$ cat config.mk
export PLATFORM = sky130hd
export DESIGN_NAME = plvbs_top
export DESIGN_NICKNAME = d
export VERILOG_FILES = /design/src/core/plvbs_pkg.sv /design/src/core/plvbs_lockdet.sv /design/src/core/plvbs_sync.sv /design/src/core/plvbs_top.sv
export SDC_FILE = /design/constraint.sdc
export NUM_CORES = 1
export LEC_CHECK = 0
export BUFFER_PORTS_ARGS = -buffer_cell sky130_fd_sc_hd__buf_2
export CAP_MARGIN = 20
export CORE_MARGIN = 3
export CORE_UTILIZATION = 52
export CTS_CLUSTER_DIAMETER = 120
export CTS_CLUSTER_SIZE = 10
export DETAILED_ROUTE_END_ITERATION = 16
export HOLD_SLACK_MARGIN = 0.1
export PLACE_DENSITY = 0.87
export SETUP_SLACK_MARGIN = 0.2
export SYNTH_ARGS = -nofsm -noshare
export SYNTH_HDL_FRONTEND = slang
export SYNTH_SLANG_ARGS = --single-unit
$ cat constraint.sdc
create_clock -name clock -period 1.9 [get_ports clock]
set_input_delay 0 -clock clock [delete_from_list [all_inputs] [get_ports clock]]
set_output_delay 0 -clock clock [all_outputs]
set_load 0.05 [all_outputs]
$ cat src/core/plvbs_pkg.sv
// package for the synthesizer lock detector and oscillator band control
// assumes a 100 MHz system clock and word-aligned avalon-mm register access
package plvbs_pkg;

   // register byte offsets
   localparam logic [4:0] OFS_CFG = 5'h00;
   localparam logic [4:0] OFS_STATUS = 5'h04;
   localparam logic [4:0] OFS_INT_STAT = 5'h08;
   localparam logic [4:0] OFS_INT_MASK = 5'h0C;
   localparam logic [4:0] OFS_LOCK_INFO = 5'h10;

   // configuration word field positions
   localparam int CFG_SEL_LSB = 0;
   localparam int CFG_TX_BIT = 3;
   localparam int CFG_CORE_BIT = 4;
   localparam int CFG_HALVER_BIT = 5;
   localparam int CFG_RECENTRE_LSB = 6;
   localparam int CFG_BIAS_LSB = 8;

   // status and interrupt bit positions
   localparam int ST_LOCK_BIT = 0;
   localparam int ST_STRENGTH_BIT = 1;
   localparam int ST_TXRX_BIT = 2;
   localparam int ST_CE_BIT = 3;
   localparam int IRQ_GAIN_BIT = 0;
   localparam int IRQ_LOSS_BIT = 1;
   localparam int IRQ_STRENGTH_BIT = 2;
   localparam int IRQ_WIDTH = 3;

   // status pin source codes
   localparam logic [2:0] SEL_LOCK = 3'h0;
   localparam logic [2:0] SEL_STRENGTH = 3'h1;
   localparam logic [2:0] SEL_TXRX = 3'h2;

   // reset values
   localparam logic [3:0] BIAS_RESET = 4'h8;
   localparam logic [1:0] RECENTRE_RESET = 2'h0;

   // lock detector thresholds in ns of phase error, good-sample run length and error width
   localparam logic [7:0] LOCK_ERR_NS = 8'h0F;
   localparam logic [7:0] UNLOCK_ERR_NS = 8'h19;
   localparam logic [2:0] LOCK_RUN = 3'h5;
   localparam int ERR_WIDTH = 8;

   // oscillator configuration carried to the analogue section
   typedef struct packed {
      logic [3:0] osc_bias_code;
      logic [1:0] osc_recentre_code;
      logic output_halver_enable;
      logic osc_core_select;
      logic tx_mode;
      logic [2:0] status_sel;
   } plvbs_cfg_t;

   // avalon-mm slave request
   typedef struct packed {
      logic [4:0] address;
      logic read;
      logic write;
      logic [3:0] byteenable;
      logic [31:0] writedata;
   } plvbs_av_req_t;

endpackage

$ cat src/core/plvbs_lockdet.sv
// digital lock detector working on one phase error sample per comparison
// assumes sample_valid pulses once per comparison cycle with a stable sample
module plvbs_lockdet
   import plvbs_pkg::*;
(
   // clock and reset
   input wire logic clock,
   input wire logic nrst,
   // chip disable clears the detector
   input wire logic clear,
   // phase error samples
   input wire logic sample_valid,
   input wire logic [ERR_WIDTH-1:0] sample_ns,
   // lock state and events
   output logic locked,
   output logic [2:0] good_run,
   output logic lock_gain,
   output logic lock_loss
);

   logic small_err;
   logic big_err;

   // classify the present sample
   assign small_err = sample_ns < LOCK_ERR_NS;
   assign big_err = sample_ns >= UNLOCK_ERR_NS;

   always_ff @(posedge clock or negedge nrst) begin
      if (!nrst) begin
         good_run <= 3'h0;
      end else if (clear) begin
         good_run <= 3'h0;
      end else if (sample_valid) begin
         if (!small_err) begin
            good_run <= 3'h0;
         end else if (good_run != LOCK_RUN) begin
            good_run <= good_run + 3'h1;
         end
      end
   end

   always_ff @(posedge clock or negedge nrst) begin
      if (!nrst) begin
         locked <= 1'b0;
         lock_gain <= 1'b0;
         lock_loss <= 1'b0;
      end else begin
         lock_gain <= 1'b0;
         lock_loss <= 1'b0;
         if (clear) begin
            locked <= 1'b0;
         end else if (sample_valid && locked && big_err) begin
            locked <= 1'b0;
            lock_loss <= 1'b1;
         end else if (sample_valid && !locked && small_err && good_run == LOCK_RUN - 3'h1) begin
            locked <= 1'b1;
            lock_gain <= 1'b1;
         end
      end
   end

endmodule

$ cat src/core/plvbs_sync.sv
// two-flop synchroniser for a group of asynchronous inputs
// assumes each bit is sampled independently; multi-bit values must be held stable
module plvbs_sync #(
   parameter int WIDTH = 1
) (
   // clock and reset
   input wire logic clock,
   input wire logic nrst,
   // async input and synced output
   input wire logic [WIDTH-1:0] async_in,
   output logic [WIDTH-1:0] sync_out
);

   logic [WIDTH-1:0] stage1;

   // one two-flop chain per bit
   genvar i;
   generate
      for (i = 0; i < WIDTH; i++) begin : g_bit
         always_ff @(posedge clock or negedge nrst) begin
            if (!nrst) begin
               stage1[i] <= 1'b0;
               sync_out[i] <= 1'b0;
            end else begin
               stage1[i] <= async_in[i];
               sync_out[i] <= stage1[i];
            end
         end
      end
   endgenerate

endmodule

$ cat src/core/plvbs_top.sv
// synthesizer lock detect, status pin and oscillator band configuration
// assumes an avalon-mm master with waitrequest, and analogue pins that are
// asynchronous to the 100 MHz clock; phase error arrives as a value in ns
// held stable around a strobe edge
//
// Our own choices: the Avalon-MM register port and the register addresses.
module plvbs_top
   import plvbs_pkg::*;
(
   // clock and reset
   input wire logic clock,
   input wire logic nrst,
   // avalon-mm slave
   input wire logic [4:0] avs_address,
   input wire logic avs_read,
   input wire logic avs_write,
   input wire logic [3:0] avs_byteenable,
   input wire logic [31:0] avs_writedata,
   output logic [31:0] avs_readdata,
   output logic avs_waitrequest,
   // asynchronous analogue side
   input wire logic chip_enable,
   input wire logic strength_settled,
   input wire logic phase_err_strobe,
   input wire logic [ERR_WIDTH-1:0] phase_err_ns,
   // pins and oscillator controls
   output logic status_pin,
   output logic txrx_indicator,
   output plvbs_cfg_t osc_cfg,
   output logic irq
);

   // synchronised inputs
   logic [ERR_WIDTH+2:0] raw_in;
   logic [ERR_WIDTH+2:0] synced;
   logic ce_s;
   logic strength_s;
   logic strobe_s;
   logic strobe_d;
   logic [ERR_WIDTH-1:0] err_s;
   logic sample_valid;

   // register state
   plvbs_av_req_t req;
   plvbs_cfg_t cfg;
   logic [IRQ_WIDTH-1:0] int_stat;
   logic [IRQ_WIDTH-1:0] int_mask;
   logic [IRQ_WIDTH-1:0] events;
   logic [IRQ_WIDTH-1:0] clear_bits;
   logic strength_ready_flag;
   logic strength_d;
   logic [ERR_WIDTH-1:0] last_err;
   logic [7:0] loss_count;

   // detector outputs
   logic locked;
   logic [2:0] good_run;
   logic lock_gain;
   logic lock_loss;

   // bus decode
   logic wr_take;
   logic rd_take;
   logic [31:0] next_readdata;
   logic next_status_pin;
   logic [31:0] cfg_merged;

   // byte-enable merge used by the configuration register
   function automatic logic [31:0] merge_bytes(
      input logic [31:0] old_val,
      input logic [31:0] new_val,
      input logic [3:0] be
   );
      logic [31:0] res;
      res = old_val;
      for (int b = 0; b < 4; b++) begin
         if (be[b]) begin
            res[b*8 +: 8] = new_val[b*8 +: 8];
         end
      end
      return res;
   endfunction

   // configuration word as software sees it
   function automatic logic [31:0] cfg_word(input plvbs_cfg_t c);
      logic [31:0] w;
      w = 32'h0000_0000;
      w[CFG_SEL_LSB +: 3] = c.status_sel;
      w[CFG_TX_BIT] = c.tx_mode;
      w[CFG_CORE_BIT] = c.osc_core_select;
      w[CFG_HALVER_BIT] = c.output_halver_enable;
      w[CFG_RECENTRE_LSB +: 2] = c.osc_recentre_code;
      w[CFG_BIAS_LSB +: 4] = c.osc_bias_code;
      return w;
   endfunction

   // gather the bus signals into one request
   assign req.address = avs_address;
   assign req.read = avs_read;
   assign req.write = avs_write;
   assign req.byteenable = avs_byteenable;
   assign req.writedata = avs_writedata;

   // configuration word with the written byte lanes merged in
   assign cfg_merged = merge_bytes(cfg_word(cfg), req.writedata, req.byteenable);

   // every analogue input passes two flip-flops
   assign raw_in = {chip_enable, strength_settled, phase_err_strobe, phase_err_ns};

   plvbs_sync #(
      .WIDTH(ERR_WIDTH + 3)
   ) u_sync (
      .clock(clock),
      .nrst(nrst),
      .async_in(raw_in),
      .sync_out(synced)
   );

   assign ce_s = synced[ERR_WIDTH+2];
   assign strength_s = synced[ERR_WIDTH+1];
   assign strobe_s = synced[ERR_WIDTH];
   assign err_s = synced[ERR_WIDTH-1:0];

   // strobe delay for edge detection
   always_ff @(posedge clock or negedge nrst) begin
      if (!nrst) begin
         strobe_d <= 1'b0;
      end else begin
         strobe_d <= strobe_s;
      end
   end

   assign sample_valid = strobe_s && !strobe_d;

   plvbs_lockdet u_lockdet (
      .clock(clock),
      .nrst(nrst),
      .clear(!ce_s),
      .sample_valid(sample_valid),
      .sample_ns(err_s),
      .locked(locked),
      .good_run(good_run),
      .lock_gain(lock_gain),
      .lock_loss(lock_loss)
   );

   // last sample and lock loss tally for software
   always_ff @(posedge clock or negedge nrst) begin
      if (!nrst) begin
         last_err <= 8'h00;
         loss_count <= 8'h00;
      end else if (!ce_s) begin
         last_err <= 8'h00;
         loss_count <= 8'h00;
      end else begin
         if (sample_valid) begin
            last_err <= err_s;
         end
         if (lock_loss && loss_count != 8'hFF) begin
            loss_count <= loss_count + 8'h01;
         end
      end
   end

   always_ff @(posedge clock or negedge nrst) begin
      if (!nrst) begin
         strength_ready_flag <= 1'b0;
         strength_d <= 1'b0;
      end else begin
         strength_ready_flag <= strength_s && ce_s;
         strength_d <= strength_ready_flag;
      end
   end

   // bus handshake: one wait cycle, then the access completes
   assign wr_take = req.write && !avs_waitrequest;
   assign rd_take = req.read && !avs_waitrequest;

   always_ff @(posedge clock or negedge nrst) begin
      if (!nrst) begin
         avs_waitrequest <= 1'b1;
      end else begin
         avs_waitrequest <= !((req.read || req.write) && avs_waitrequest);
      end
   end

   // configuration register, cleared by chip disable
   // internal core after reset
   always_ff @(posedge clock or negedge nrst) begin
      if (!nrst) begin
         cfg.status_sel <= SEL_LOCK;
         cfg.tx_mode <= 1'b0;
         cfg.osc_core_select <= 1'b0;
         cfg.output_halver_enable <= 1'b0;
         cfg.osc_recentre_code <= RECENTRE_RESET;
         cfg.osc_bias_code <= BIAS_RESET;
      end else if (!ce_s) begin
         cfg.status_sel <= SEL_LOCK;
         cfg.tx_mode <= 1'b0;
         cfg.osc_core_select <= 1'b0;
         cfg.output_halver_enable <= 1'b0;
         cfg.osc_recentre_code <= RECENTRE_RESET;
         cfg.osc_bias_code <= BIAS_RESET;
      end else if (wr_take && req.address == OFS_CFG) begin
         cfg.status_sel <= cfg_merged[CFG_SEL_LSB +: 3];
         cfg.tx_mode <= cfg_merged[CFG_TX_BIT];
         cfg.osc_core_select <= cfg_merged[CFG_CORE_BIT];
         cfg.output_halver_enable <= cfg_merged[CFG_HALVER_BIT];
         cfg.osc_recentre_code <= cfg_merged[CFG_RECENTRE_LSB +: 2];
         cfg.osc_bias_code <= cfg_merged[CFG_BIAS_LSB +: 4];
      end
   end

   // oscillator controls to the analogue section, one cycle after the register
   // halver sits outside the loop
   always_ff @(posedge clock or negedge nrst) begin
      if (!nrst) begin
         osc_cfg <= '0;
         osc_cfg.osc_bias_code <= BIAS_RESET;
      end else begin
         osc_cfg <= cfg;
      end
   end

   // interrupt events
   assign events[IRQ_GAIN_BIT] = lock_gain;
   assign events[IRQ_LOSS_BIT] = lock_loss;
   assign events[IRQ_STRENGTH_BIT] = strength_ready_flag && !strength_d;

   // write-one-to-clear bits of the interrupt status register
   assign clear_bits = (wr_take && req.address == OFS_INT_STAT && req.byteenable[0])
      ? req.writedata[IRQ_WIDTH-1:0] : '0;

   // sticky status, a new event wins over a clear
   always_ff @(posedge clock or negedge nrst) begin
      if (!nrst) begin
         int_stat <= '0;
      end else begin
         int_stat <= (int_stat & ~clear_bits) | events;
      end
   end

   // interrupt mask
   always_ff @(posedge clock or negedge nrst) begin
      if (!nrst) begin
         int_mask <= '0;
      end else if (wr_take && req.address == OFS_INT_MASK && req.byteenable[0]) begin
         int_mask <= req.writedata[IRQ_WIDTH-1:0];
      end
   end

   // level interrupt from unmasked sticky bits
   always_ff @(posedge clock or negedge nrst) begin
      if (!nrst) begin
         irq <= 1'b0;
      end else begin
         irq <= |(((int_stat & ~clear_bits) | events) & int_mask);
      end
   end

   // read multiplexer, unmapped addresses read zero
   always_comb begin
      next_readdata = 32'h0000_0000;
      unique case (req.address)
         OFS_CFG: begin
            next_readdata = cfg_word(cfg);
         end
         OFS_STATUS: begin
            next_readdata[ST_LOCK_BIT] = locked;
            next_readdata[ST_STRENGTH_BIT] = strength_ready_flag;
            next_readdata[ST_TXRX_BIT] = !cfg.tx_mode;
            next_readdata[ST_CE_BIT] = ce_s;
         end
         OFS_INT_STAT: begin
            next_readdata[IRQ_WIDTH-1:0] = int_stat;
         end
         OFS_INT_MASK: begin
            next_readdata[IRQ_WIDTH-1:0] = int_mask;
         end
         OFS_LOCK_INFO: begin
            next_readdata[7:0] = last_err;
            next_readdata[10:8] = good_run;
            next_readdata[23:16] = loss_count;
         end
         default: begin
            next_readdata = 32'h0000_0000;
         end
      endcase
   end

   // read data captured in the wait cycle, stands at the completing edge
   always_ff @(posedge clock or negedge nrst) begin
      if (!nrst) begin
         avs_readdata <= 32'h0000_0000;
      end else if (req.read && avs_waitrequest) begin
         avs_readdata <= next_readdata;
      end else if (rd_take) begin
         avs_readdata <= avs_readdata;
      end
   end

   // status pin source selection
   // three-bit source select
   always_comb begin
      next_status_pin = 1'b0;
      unique case (cfg.status_sel)
         SEL_LOCK: begin
            next_status_pin = locked;
         end
         SEL_STRENGTH: begin
            next_status_pin = strength_ready_flag;
         end
         SEL_TXRX: begin
            next_status_pin = !cfg.tx_mode;
         end
         default: begin
            next_status_pin = 1'b0;
         end
      endcase
   end

   // registered pins
   always_ff @(posedge clock or negedge nrst) begin
      if (!nrst) begin
         status_pin <= 1'b0;
         txrx_indicator <= 1'b1;
      end else begin
         status_pin <= next_status_pin;
         txrx_indicator <= !cfg.tx_mode;
      end
   end

endmodule
Word-level counts from Yosys, hierarchy flattened
Index checks and enable logic that the tools add are counted.
{ "word_totals": {"ff_bits": 105, "wordCells": 131} }
{ "classes": {"add_sub_neg": 2, "magnitude_cmp": 2, "n_eq_ne": 16, "mux": 27, "n_bitwise": 4, "reduce_logical": 30} }
{ "ops": {"columns": ["operator", "count"], "rows": [
  ["$mux W8", 6],
  ["$mux W12", 2],
  ["$logic_and A1 B1 Y1", 17],
  ["$mux W3", 5],
  ["$pmux W3 S5", 1],
  ["$pmux W7 S2", 1],
  ["$eq A5 B4 Y1 const B", 2],
  ["$mux W1", 9],
  ["$add A8 B1 Y8 const B", 1],
  ["$ge A8 B5 Y1 const B", 1],
  ["$lt A8 B4 Y1 const B", 1],
  ["$ne A2 B2 Y1 const B", 4],
  ["$ne A8 B8 Y1 const B", 1],
  ["$and A3 B3 Y3", 2],
  ["$logic_not A1 Y1", 6],
  ["$ne A3 B3 Y1 const B", 2],
  ["$pmux W1 S3", 2],
  ["$reduce_and A2 Y1", 3],
  ["$eq A5 B3 Y1 const B", 1],
  ["$eq A5 B5 Y1 const B", 1],
  ["$logic_not A5 Y1", 1],
  ["$mux W4", 1],
  ["$add A3 B1 Y3 const B", 1],
  ["$eq A3 B1 Y1 const B", 1],
  ["9 further kinds", 9]
]} }

Depth between registers and ports, before layout
Gate-level depths: netlist (run 1).
{ "depth": {"word_depth": 10, "depth_mapped": 6, "depth_no_buf": 5} }

Cells and area by module
A second synthesis (run 1) with hierarchy kept.
{ "unflattened": {"cells_unflattened": 365, "hier_area_um2": 4106.4} }
{ "modules_own_cells": {"columns": ["mod", "n_inst", "cells_per_inst", "area_per_inst_um2"], "rows": [
  ["plvbs_top", 1, 304, 3170.5],
  ["plvbs_sync", 1, 22, 550.5],
  ["plvbs_lockdet", 1, 39, 385.4]
]} }

Worst setup path after synthesis (run 1)
OpenSTA, ideal clock, no wires.
{ "synth_path": {"path_type": "register to register", "start": "register avs_waitrequest", "end": "register avs_readdata[2]", "t_arrival_ns": 1.772, "path_slack_ns": 0.041, "stages_incl_launch_ff": 5, "synth_period_minus_slack_ns": 1.859, "cell_sequence": "dfstp_2 -> nand2_1 -> clkbuf_1 -> or4b_2 -> o211ai_1"} }
{ "synth_via": {"elab_chain_cells": 1} }
{ "synth_lines": {"columns": ["item", "line_no", "source"], "rows": [
  ["start: declaration", "plvbs_top.sv:20", "output logic avs_waitrequest,"],
  ["start signal: assignment", "plvbs_top.sv:183", "avs_waitrequest <= !((req.read || req.write) && avs_waitrequest);"],
  ["$logic_and A1 B1 Y1", "plvbs_top.sv:295", "end else if (req.read && avs_waitrequest) begin"],
  ["end signal: assignment", "plvbs_top.sv:296", "avs_readdata <= next_readdata;"],
  ["end signal: assignment", "plvbs_top.sv:298", "avs_readdata <= avs_readdata;"],
  ["end: declaration", "plvbs_top.sv:19", "output logic [31:0] avs_readdata,"]
]} }
Every way passes these cells.
A chain may end at the register's enable or synchronous reset.

Worst setup path after layout (run 1)
{ "layout_path": {"start": "input avs_address[3]", "end": "register avs_readdata[11]"} }
{ "layout_via": {"elab_chain_cells": 2} }
{ "layout_lines": {"columns": ["item", "line_no", "source"], "rows": [
  ["start: declaration", "plvbs_top.sv:14", "input wire logic [4:0] avs_address,"],
  ["$logic_not A5 Y1", "plvbs_top.sv:264", "unique case (req.address)"],
  ["$mux W1", "plvbs_top.sv:264", null]
]} }
Every way passes these cells.

==> metrics.txt, run 1 <==
sequential share of the synthesized area 0.632; gr usage total 0.202; Clock Power Share 0.336; WL/cell 15.1 microns; Sink Count 101; Syn. warnings 0; type of origin of the critical path primary input; largest net degree at the start of global routing 44; Peak supply drop 427 uV; Hold Crit Class in2async; setup violators final 0; Final HPWL DP 5660 microns; Flop pwr share 0.575; Crit Path Category in2reg; Max Clk Rate 623 MHz; CP max FO 7; Root Buffer clkbuf_8; min Tclk post-route 1.61 ns; Post-layout nets 509; Yosys reg bits 101; Vias/cell 5.39; Final Wtd Congestion 0.805; WP data arrival 1.90 ns; most frequent cells in the layout 97 x dfrtp_1, 68 x buf_2, 52 x nand2_1; launch point of the worst path avs_address[3]; diode count 0; RR Startpoint avs_waitrequest$_DFF_PN1_; vias in the first global route 2,840; Max-Cap Viols 0; Clock Latency Late Sink 0.37 ns; Area Growth Syn to Fin 23.7%; drt total wl 8340 microns; full die area 8790 sq um; chip height 93.8 microns; setup repair after global routing missed its margin no; slowest stage delay, CP 0.61 ns; pin slew with the least headroom to its limit 0.518 ns; first-pass GRT wire length 13,700 microns; Clock Tree Buf Depth 2; Post-DRT Antenna Nets 0; H-tree levels 3; Critical-path top delay cell dlygate4sd3_1; Critical Path RT 2.19 ns; Max Slew Vio Count 0; combinational power share 0.089; Pleak 0.00239 uW; Synth Flop Type dfrtp_1; Non-Filler Instances 553; status finished clean; number of CTS-inserted buffers 9; Layout Skew 0.0126 ns; Crit path top cell by count dlygate4sd3_1; switching pwr 1020 uW; Cells after DPL 507; switching share of power 0.264; I/O pin count 104; syn avg cell area 11.6 sq um; cells after synthesis 344; layout cell share with drive strength beyond 1 0.244; WHS 0.101 ns; initial DRC count 234; number of iterations in the first detailed-routing pass 5; Placeable Area 7370 sq um; Synth Cell Area 4010 sq um; die width 93.8 microns; number of synthesized flops with an enable pin 0; vias 2,980; number of port buffers 69; Slew HR 0.652; clk slew on worst S/H paths 0.10 ns; setup TNS 0 ns; Congestion Overflow GR 0; FILL cells 528; Tcrit/Tclk final 0.845; pwr dens 781 nW/um^2; Synth async-reset ratio 1.00; CTS tree yes; cells along the critical path dlygate4sd3_1, buf_2, nor3_4, dlygate4sd3_1, nand2_1, o21ai_0; initial core utilization 0.544; Final Hold Viols 0; Pint 2850 uW; initial antenna violation count 0; # rows 31; distinct cell type count after synthesis 51; drt drc 0; commonest non-fill, non-tap cell in the layout dfrtp_1; Setup crit end kind register
## kinds of logic after synthesis
| kind of cell | after synthesis | share of synthesized area |
|---|---|---|
| AND/OR/NAND/NOR | 113 | 0.148 |
| flip-flops | 101 | 0.632 |
| AO/OA/AOI/OAI | 78 | 0.129 |
| buffers and inverters | 35 | 0.0478 |
| multiplexers | 8 | 0.0209 |
| adder cells (fa/ha/maj) | 4 | 0.0125 |
| XOR/XNOR | 4 | 0.00875 |
| other | 1 | 0.000936 |
## sequential cells by signal, summed over array words and instances, names as in the netlist
signal	cells
avs_readdata	20
avs_waitrequest	1
cfg	12
int_mask	3
int_stat	3
irq	1
last_err	8
loss_count	8
osc_cfg	12
status_pin	1
strength_d	1
strength_ready_flag	1
strobe_d	1
txrx_indicator	1
u_lockdet.good_run	3
u_lockdet.lock_gain	1
u_lockdet.lock_loss	1
u_lockdet.locked	1
u_sync.stage1	11
u_sync.sync_out	11
## per-stage QoR
stage	power, uW	util	setup WS [ns]	cell area, sq um
finish	3870	0.673	0.295	4960
global route	4030	0.673	0.248	4960
CTS	3880	0.671	0.272	4940
detailed placement	2560	0.605	0.210	4460
global placement	2550	0.605	0.252	4460
floorplan	2440	-	0.221	4060
## routing by layer
metal  wire [microns]  global-route usage
met1             3520               0.276
met2             3980               0.316
met3              706              0.0513
met4              134              0.0674
met5                0                   0
## what timing repair did
action                                 4_1_cts  5_1_grt
setup buffers                                0        0
endpoints found under the hold margin      133        0
setup endpoints to repair                    0       13
resized for setup                            0        3
hold buffers                                30        0
## final timing paths
path                       slack (ns)  depth (start not counted)                             to
setup / recovery                 0.29                          6   avs_readdata[11]$_DFFE_PN0P_
setup reg to reg                 0.32                          3    avs_readdata[2]$_DFFE_PN0P_
min in group clock               0.15                          4    avs_readdata[2]$_DFFE_PN0P_
max in group asynchronous        1.08                          3      loss_count[3]$_DFFE_PN0P_
hold / removal                   0.10                          2           osc_cfg[7]$_DFF_PN0_
hold reg to reg                  0.36                          0  u_sync.sync_out[10]$_DFF_PN0_
## power by group through the flow
stage	logic (uW)	clock network, uW	registers (uW)
floorplan	160	0	2280
global placement	283	0	2260
detailed placement	291	0	2270
CTS	340	1310	2230
global route	374	1420	2230
finish	343	1300	2230
## synthesized netlist by cell type, types with 5 or more instances
cell type / n / share of area
nand2_1: 53 / 0.050
nor3_1: 6 / 0.0075
dfrtp_1: 97 / 0.61
nand3_1: 5 / 0.0062
buf_4: 13 / 0.024
and3_1: 10 / 0.016
nand4_1: 8 / 0.012
mux2i_1: 5 / 0.012
a22oi_1: 7 / 0.013
clkbuf_1: 9 / 0.0084
inv_1: 8 / 0.0075
a22o_1: 9 / 0.020
a21oi_1: 15 / 0.019
nor2_1: 8 / 0.0075
o21ai_0: 23 / 0.029
## final cells by class
| type | instances | area [sq um] | share of cell area |
|---|---|---|---|
| inverter | 9 | 33.8 | 0.00681 |
| multi-input combinational | 219 | 1340 | 0.271 |
| sequential | 101 | 2530 | 0.511 |
| clock buffer | 10 | 138 | 0.0278 |
| timing repair buffer | 109 | 736 | 0.148 |
| clock inverter | 6 | 51.3 | 0.0103 |
| tap | 99 | 124 | 0.0250 |
## worst max-delay path: cells and delay by family
family          cells  cell delay, ns
compound gates      1            0.13
simple gates        2            0.43
buf+inv             3            1.33
Note: power is estimated with default switching activity, not from simulation.
==> run 2: changes to the inputs <==
ABC_AREA = 1   (was not set)
CORE_UTILIZATION = 48   (was 52)
PLACE_DENSITY = 0.84   (was 0.87)
clock period = 1.4 ns   (was 1.9 ns; I/O delays follow)
==> run 2 against run 1 <==
  * The flow now finishes with violations (negative setup slack)
  * Routed wire length rose by 40%
  * Count of clock-buffer cells in the layout increased by 2
  * Area after synthesis increased by 3.7%
  * Die area is 11% higher
  * Via count is 27% higher
  * Critical path depth rose by 2
  * Sequential cell count is the same
  * Worst hold slack worse by 0.038 ns
  * Clock power grew 43%
  * Total power up 53%
  * Synthesized cell count up 23%
  * Highest routed layer unchanged
==> metrics.txt, run 2 <==
status finished, violations left (was finished clean); failing checks negative setup slack; Final HPWL DP 6530 microns (was 5660 microns); initial core utilization 0.500 (was 0.544); Post-Route M1 WL 4170 microns (was 3520 microns); number of synthesized flops with an enable pin 0 (unchanged); layout cell share with drive strength beyond 1 0.351 (was 0.244); WL/cell 17.4 microns (was 15.1 microns); drt total wl 11,600 microns (was 8340 microns); sequential share of the synthesized area 0.610 (was 0.632); Post-DRT Antenna Nets 0 (unchanged); Final Wtd Congestion 0.840 (was 0.805); type of origin of the critical path register (was primary input); CP max FO 3 (was 7); vias 3,772 (was 2,980); setup repair after global routing missed its margin yes (was no); number of iterations in the first detailed-routing pass 5 (unchanged); launch point of the worst path loss_count[1]$_DFFE_PN0P_ (was avs_address[3]); Sink Count 101 (unchanged); most frequent cells in the layout 97 x dfrtp_1, 89 x nand2_1, 68 x buf_2 (was 97 x dfrtp_1, 68 x buf_2, 52 x nand2_1); Clock Latency Late Sink 0.37 ns (about the same); Largest regs avs_readdata x20, cfg x12, osc_cfg x12 (unchanged); syn avg cell area 9.84 sq um (was 11.6 sq um); number of port buffers 69 (unchanged); H-tree levels 3 (unchanged); Critical Path RT 1.70 ns (was 2.19 ns); worst reg2reg path endpoint loss_count[7]$_DFFE_PN0P_ (was avs_readdata[2]$_DFFE_PN0P_); clk slew on worst S/H paths 0.09 ns (was 0.10 ns); routed wl met2 5760 microns (was 3980 microns); Congestion Overflow GR 0 (unchanged); commonest non-fill, non-tap cell in the layout dfrtp_1 (unchanged); CTS tree yes (unchanged); metal3 WL 926 microns (was 706 microns); setup slack, reg-to-reg -0.12 ns (was 0.32 ns); die width 99.0 microns (was 93.8 microns); Area Growth Syn to Fin 36.3% (was 23.7%); Final Total Pwr 5920 uW (was 3870 uW); Slew HR 0.576 (was 0.652); Flop pwr share 0.526 (was 0.575); initial DRC count 398 (was 234); Pint 4200 uW (was 2850 uW); Setup WS pre-CTS -0.150 ns (was 0.210 ns); Synth async-reset ratio 1.00 (unchanged); Yosys top cell area share 0.585 (was 0.606); Vias/cell 5.64 (was 5.39); Pleak 0.00280 uW (was 0.00239 uW); Max Clk Rate 660 MHz; Post-layout nets 619 (was 509); Clock Tree Buf Depth 2 (unchanged); cells after synthesis 422 (was 344); Clock Power Share 0.314 (was 0.336); Crit Path Category reg2reg (was in2reg); distinct cell type count after synthesis 33 (was 51); Layout Utilization 0.682 (was 0.673); vias in the first global route 3,580 (was 2,840); switching share of power 0.291 (was 0.264); Largest register FFs 20 (unchanged); Peak supply drop 556 uV (was 427 uV); initial antenna violation count 0 (unchanged); drt drc 0 (unchanged); full die area 9800 sq um (was 8790 sq um); largest net degree at the start of global routing 44 (unchanged); setup violators final 4 (was 0); gr usage total 0.225 (was 0.202); most common cell in the netlist dfrtp_1 (unchanged); worst setup margin -0.116 ns (was 0.295 ns); pwr dens 1050 nW/um^2 (was 781 nW/um^2); Setup crit end kind register (unchanged); Largest Register avs_readdata (unchanged); Max-Cap Viols 0 (unchanged); # rows 33 (was 31); Final Hold Viols 0 (unchanged); pin slew with the least headroom to its limit 0.635 ns (was 0.518 ns); Max Slew Vio Count 0 (unchanged); FILL cells 526 (was 528); Hold Crit Class in2async (unchanged); Placeable Area 8300 sq um (was 7370 sq um); worst reg-to-reg path cell count 8 (was 3); Commonest cells post-synth 97 x dfrtp_1, 96 x nand2_1, 35 x inv_1 (was 97 x dfrtp_1, 53 x nand2_1, 23 x o21ai_0); I/O pin count 104 (unchanged); first-pass GRT wire length 17,300 microns (was 13,700 microns); Cells after DPL 594 (was 507); WP data arrival 1.82 ns (was 1.90 ns); Synth Cell Area 4150 sq um (was 4010 sq um); Yosys reg bits 101 (unchanged); Non-Filler Instances 669 (was 553); chip height 99.0 microns (was 93.8 microns); number of CTS-inserted buffers 9 (unchanged); Setup crit end loss_count[7]$_DFFE_PN0P_ (was avs_readdata[11]$_DFFE_PN0P_); cell taking the most area after synthesis dfrtp_1 (unchanged); min Tclk post-route 1.52 ns; Tcrit/Tclk final 1.08; Synth Flop Type dfrtp_1 (unchanged); RR Startpoint loss_count[1]$_DFFE_PN0P_ (was avs_waitrequest$_DFF_PN1_); Syn. warnings 0 (unchanged); Layout Skew 0.0128 ns (was 0.0126 ns); top sig layer met4 (unchanged); combinational power share 0.160 (was 0.089); Root Buffer clkbuf_8 (unchanged); switching pwr 1720 uW (was 1020 uW); Synth area leaders dfrtp_1 58%, nand2_1 8.7%, nand3_1 4.0% (was dfrtp_1 61%, nand2_1 5.0%, o21ai_0 2.9%); diode count 0 (unchanged); WHS 0.0634 ns (was 0.101 ns)
==> run 2: cells by family (layout without fill, tap and decap cells) <==
logic type,Yosys count,after routing,share of synthesized area
AOI/OAI and AO/OA,68,68,0.0994
xor gates and xnor gates,2,2,0.00422
adders and majority gates,4,4,0.0121
buffers and inverters,62,191,0.0729
DFF,101,101,0.610
other,1,12,0.000903
and+or+nand+nor,184,186,0.201
==> run 2: what timing repair did <==
item                       in CTS  in global routing
hold endpoints to repair      134                 24
setup buffers                  16                  9
resized for setup              30                 39
cloned                          3                  0
setup endpoints to repair      47                 54
hold buffers                   29                  2
pin swaps                      11                 28
==> run 2: worst max-delay path: stages (launching register included) <==
cell and delay (ns):
dfrtp_1 0.41, buf_4 0.13, buf_4 0.11, nand2_1 0.08, nor2_1 0.30, nand3_2 0.16
nand2_1 0.11, nand2_1 0.05, nor2_1 0.10
==> run 2: metal layers <==
layer / up-vias / GRT usage
met5: - / 0
met4: 0 / 0.128
met3: 78 / 0.0651
met2: 241 / 0.374
met1: 1813 / 0.259
li1: 1640 / -
==> run 2: area by class of cell <==
cell class	instances	area [sq um]	area share
inverters	38	169	0.0298
clock buffers	12	145	0.0256
clock inverters	4	47.5	0.00840
repair inverters	1	11.3	0.00199
well taps	105	131	0.0232
flip-flops and latches	101	2540	0.448
repair buffers	136	991	0.175
multi-input cells	272	1630	0.288
==> run 2: stage by stage <==
stage / TNS (ns) / instance area (sq um)
after floorplan: 0 / 4250
after detailed placement: -0.407 / 4640
final: -0.147 / 5660
after global placement: 0 / 4640
after CTS: 0 / 5430
after global routing: -0.809 / 5660
==> run 2: worst min path at each step <==
stage | startpoint | end | slack, ns | cells after the start
global placement | nrst | u_sync.sync_out[8]$_DFF_PN0_ | -0.09 | 1
finish | nrst | u_sync.stage1[10]$_DFF_PN0_ | 0.06 | 2
global route | nrst | u_sync.sync_out[4]$_DFF_PN0_ | 0.09 | 2
detailed placement | nrst | u_sync.sync_out[8]$_DFF_PN0_ | -0.08 | 1
floorplan | nrst | avs_readdata[0]$_DFFE_PN0P_ | -0.30 | 0
CTS | avs_write | avs_waitrequest$_DFF_PN1_ | -0.17 | 2
==> run 2: power groups by stage <==
stage,clock (uW),combinational (uW),sequential (uW)
after floorplan,0,326,3350
after global placement,0,712,3160
after detailed placement,0,728,3160
after CTS,1860,879,3100
after global routing,1990,1000,3130
final,1860,950,3110
==> run 3: changes to the inputs <==
CORE_UTILIZATION = 57   (was 48)
PLACE_DENSITY = 0.93   (was 0.84)
clock period = 1.9 ns   (was 1.4 ns; I/O delays follow)
==> run 3 against run 2 <==
  * The run now ends clean
  * Routed wire length is 12% lower
  * Count of clock-buffer cells in the layout is 3 lower
  * Sequential power is 26% lower
  * Worst hold slack better by 0.042 ns
  * Final cell count is 5.1% lower
  * Cell area is 9.0% lower
  * Critical path depth is 1 higher
  * Register-to-register slack better by 0.41 ns
  * Critical path type is now in2reg
  * Largest cell class unchanged
  * Highest routed layer unchanged
==> metrics.txt, run 3 (synthesized netlist as in run 2, its figures left out) <==
status finished clean (was finished, violations left); Peak supply drop 512 uV (was 556 uV); switching share of power 0.297 (was 0.291); number of port buffers 69 (unchanged); initial DRC count 330 (was 398); Top delay family on crit path buffers and inverters (was simple AND/OR/NAND/NOR gates); FILL cells 428 (was 526); Largest register FFs 20 (unchanged); Setup crit end kind register (unchanged); Placeable Area 6940 sq um (was 8300 sq um); Final HPWL DP 6530 microns (about the same); cells along the critical path dlygate4sd3_1, buf_2, nor2_4, nand2_4, inv_8, nand2_2, nor2_1, dlygate4sd3_1, nor2_1 (was buf_4, buf_4, nand2_1, nor2_1, nand3_2, nand2_1, nand2_1, nor2_1); WP data arrival 1.88 ns (was 1.82 ns); Final Hold Viols 0 (unchanged); Clock Tree Buf Depth 2 (unchanged); Max Clk Rate 615 MHz; clk slew on worst S/H paths 0.10 ns (was 0.09 ns); Sink Count 101 (unchanged); H-tree levels 3 (unchanged); Congestion Overflow GR 0 (unchanged); WL/cell 16.1 microns (was 17.4 microns); largest net degree at the start of global routing 49 (was 44); Critical Path RT 2.16 ns (was 1.70 ns); setup repair after global routing missed its margin no (was yes); placed cell areas 4560 sq um (was 4640 sq um); slowest stage delay, CP 0.55 ns (was 0.41 ns); Clock Latency Late Sink 0.38 ns (was 0.37 ns); number of CTS-inserted buffers 9 (unchanged); initial core utilization 0.598 (was 0.500); Post-layout nets 594 (was 619); drt total wl 10,200 microns (was 11,600 microns); vias in the first global route 3,417 (was 3,580); switching pwr 1290 uW (was 1720 uW); Max-Cap Viols 0 (unchanged); Vias/cell 5.60 (was 5.64); CP max FO 12 (was 3); Layout Skew 0.0136 ns (was 0.0128 ns); gr usage total 0.253 (was 0.225); diode count 0 (unchanged); chip height 91.4 microns (was 99.0 microns); setup violators final 0 (was 4); layout cell share with drive strength beyond 1 0.234 (was 0.351); Crit Path Category in2reg (was reg2reg); Largest regs avs_readdata x20, cfg x12, osc_cfg x12 (unchanged); first-pass GRT wire length 16,400 microns (was 17,300 microns); type of origin of the critical path primary input (was register); Tcrit/Tclk final 0.856; combinational power share 0.141 (was 0.160); # rows 30 (was 33); die width 91.4 microns (was 99.0 microns); Hold Crit Class in2reg (was in2async); Pleak 0.00260 uW (was 0.00280 uW); Final Cell Area 5150 sq um (was 5660 sq um); Flop pwr share 0.529 (was 0.526); vias 3,559 (was 3,772); Post-DRT Antenna Nets 0 (unchanged); I/O pin count 104 (unchanged); Clock Power Share 0.330 (was 0.314); full die area 8350 sq um (was 9800 sq um); worst hold start avs_address[4]; sink of the worst hold path avs_readdata[6]$_DFFE_PN0P_; worst reg2reg path endpoint cfg[10]$_DFFE_PN0P_ (was loss_count[7]$_DFFE_PN0P_); number of iterations in the first detailed-routing pass 6 (was 5); Root Buffer clkbuf_8 (unchanged); min Tclk post-route 1.63 ns; pwr dens 839 nW/um^2 (was 1050 nW/um^2); Cells on Worst Hold Path 6; worst path bufs/invs 4 (was 2); most frequent cells in the layout 97 x dfrtp_1, 95 x nand2_1, 68 x buf_2 (was 97 x dfrtp_1, 89 x nand2_1, 68 x buf_2); Pint 3040 uW (was 4200 uW); worst reg-to-reg path cell count 7 (was 8); drt drc 0 (unchanged); Max Slew Vio Count 0 (unchanged); Critical-path top delay cell dlygate4sd3_1 (was dfrtp_1); commonest non-fill, non-tap cell in the layout dfrtp_1 (unchanged); RR Startpoint avs_waitrequest$_DFF_PN1_ (was loss_count[1]$_DFFE_PN0P_); Largest Register avs_readdata (unchanged); Area Growth Syn to Fin 24.0% (was 36.3%); setup slack, reg-to-reg 0.29 ns (was -0.12 ns); CTS tree yes (unchanged); setup TNS 0 ns (was -0.147 ns); initial antenna violation count 0 (unchanged); pin slew with the least headroom to its limit 0.588 ns (was 0.635 ns); Slew HR 0.608 (was 0.576); Final Wtd Congestion 0.856 (was 0.840)
## run 3: tightest hold or removal path, stage by stage
cell and delay, ns:
buf_2 0.12, nor2_4 0.06, nand2_4 0.10, inv_8 0.06, nand2_1 0.05, a21oi_1 0.06
## run 3: timing repair
action,4_1_cts,5_1_grt
setup buffers,0,3
endpoints found under the setup margin,0,5
hold buffers,35,0
hold endpoints to repair,97,0
resized for setup,0,5
## run 3: stage by stage
stage / total power, uW / util / hold WS (ns) / setup slack, ns / std cells
finish: 4320 / 0.742 / 0.106 / 0.273 / 635
global placement: 2830 / 0.656 / 0.0338 / 0.431 / 581
detailed placement: 2850 / 0.656 / 0.0381 / 0.358 / 581
global route: 4480 / 0.742 / 0.112 / 0.200 / 635
floorplan: 2690 / - / -0.296 / 0.443 / 433
CTS: 4300 / 0.736 / 0.105 / 0.204 / 632
## run 3: area by class of cell
| class | count | area (sq um) | area share |
|---|---|---|---|
| Clock buffer | 9 | 124 | 0.0240 |
| Sequential cell | 101 | 2530 | 0.492 |
| Multi-Input combinational cell | 270 | 1370 | 0.266 |
| Timing Repair Buffer | 114 | 773 | 0.150 |
| Clock inverter | 7 | 82.6 | 0.0160 |
| Tap cell | 96 | 120 | 0.0233 |
| Inverter | 38 | 150 | 0.0291 |
## run 3: routing by layer
layer / vias up / global-route usage / part of all wire
li1: 1578 / - / -
met1: 1681 / 0.298 / 0.38
met2: 261 / 0.434 / 0.51
met3: 39 / 0.0671 / 0.088
met4: 0 / 0.111 / 0.031
met5: - / 0 / 0
## run 3: power by group through the flow
| stage | logic, uW | registers, uW | clock network, uW |
|---|---|---|---|
| final | 611 | 2290 | 1420 |
| after CTS | 583 | 2280 | 1440 |
| after global routing | 651 | 2300 | 1530 |
| after floorplan | 225 | 2460 | 0 |
| after global placement | 508 | 2320 | 0 |
| after detailed placement | 524 | 2320 | 0 |
## run 3: worst max path at each step
stage,slack (ns),to,startpoint,depth (start not counted)
after floorplan,0.44,avs_readdata[10]$_DFFE_PN0P_,avs_waitrequest$_DFF_PN1_,5
after CTS,0.20,avs_readdata[0]$_DFFE_PN0P_,avs_address[3],7
after global routing,0.20,loss_count[7]$_DFFE_PN0P_,loss_count[1]$_DFFE_PN0P_,7
after detailed placement,0.36,avs_readdata[0]$_DFFE_PN0P_,avs_address[4],7
after global placement,0.43,loss_count[7]$_DFFE_PN0P_,loss_count[1]$_DFFE_PN0P_,7
final,0.27,cfg[10]$_DFFE_PN0P_,avs_address[3],9
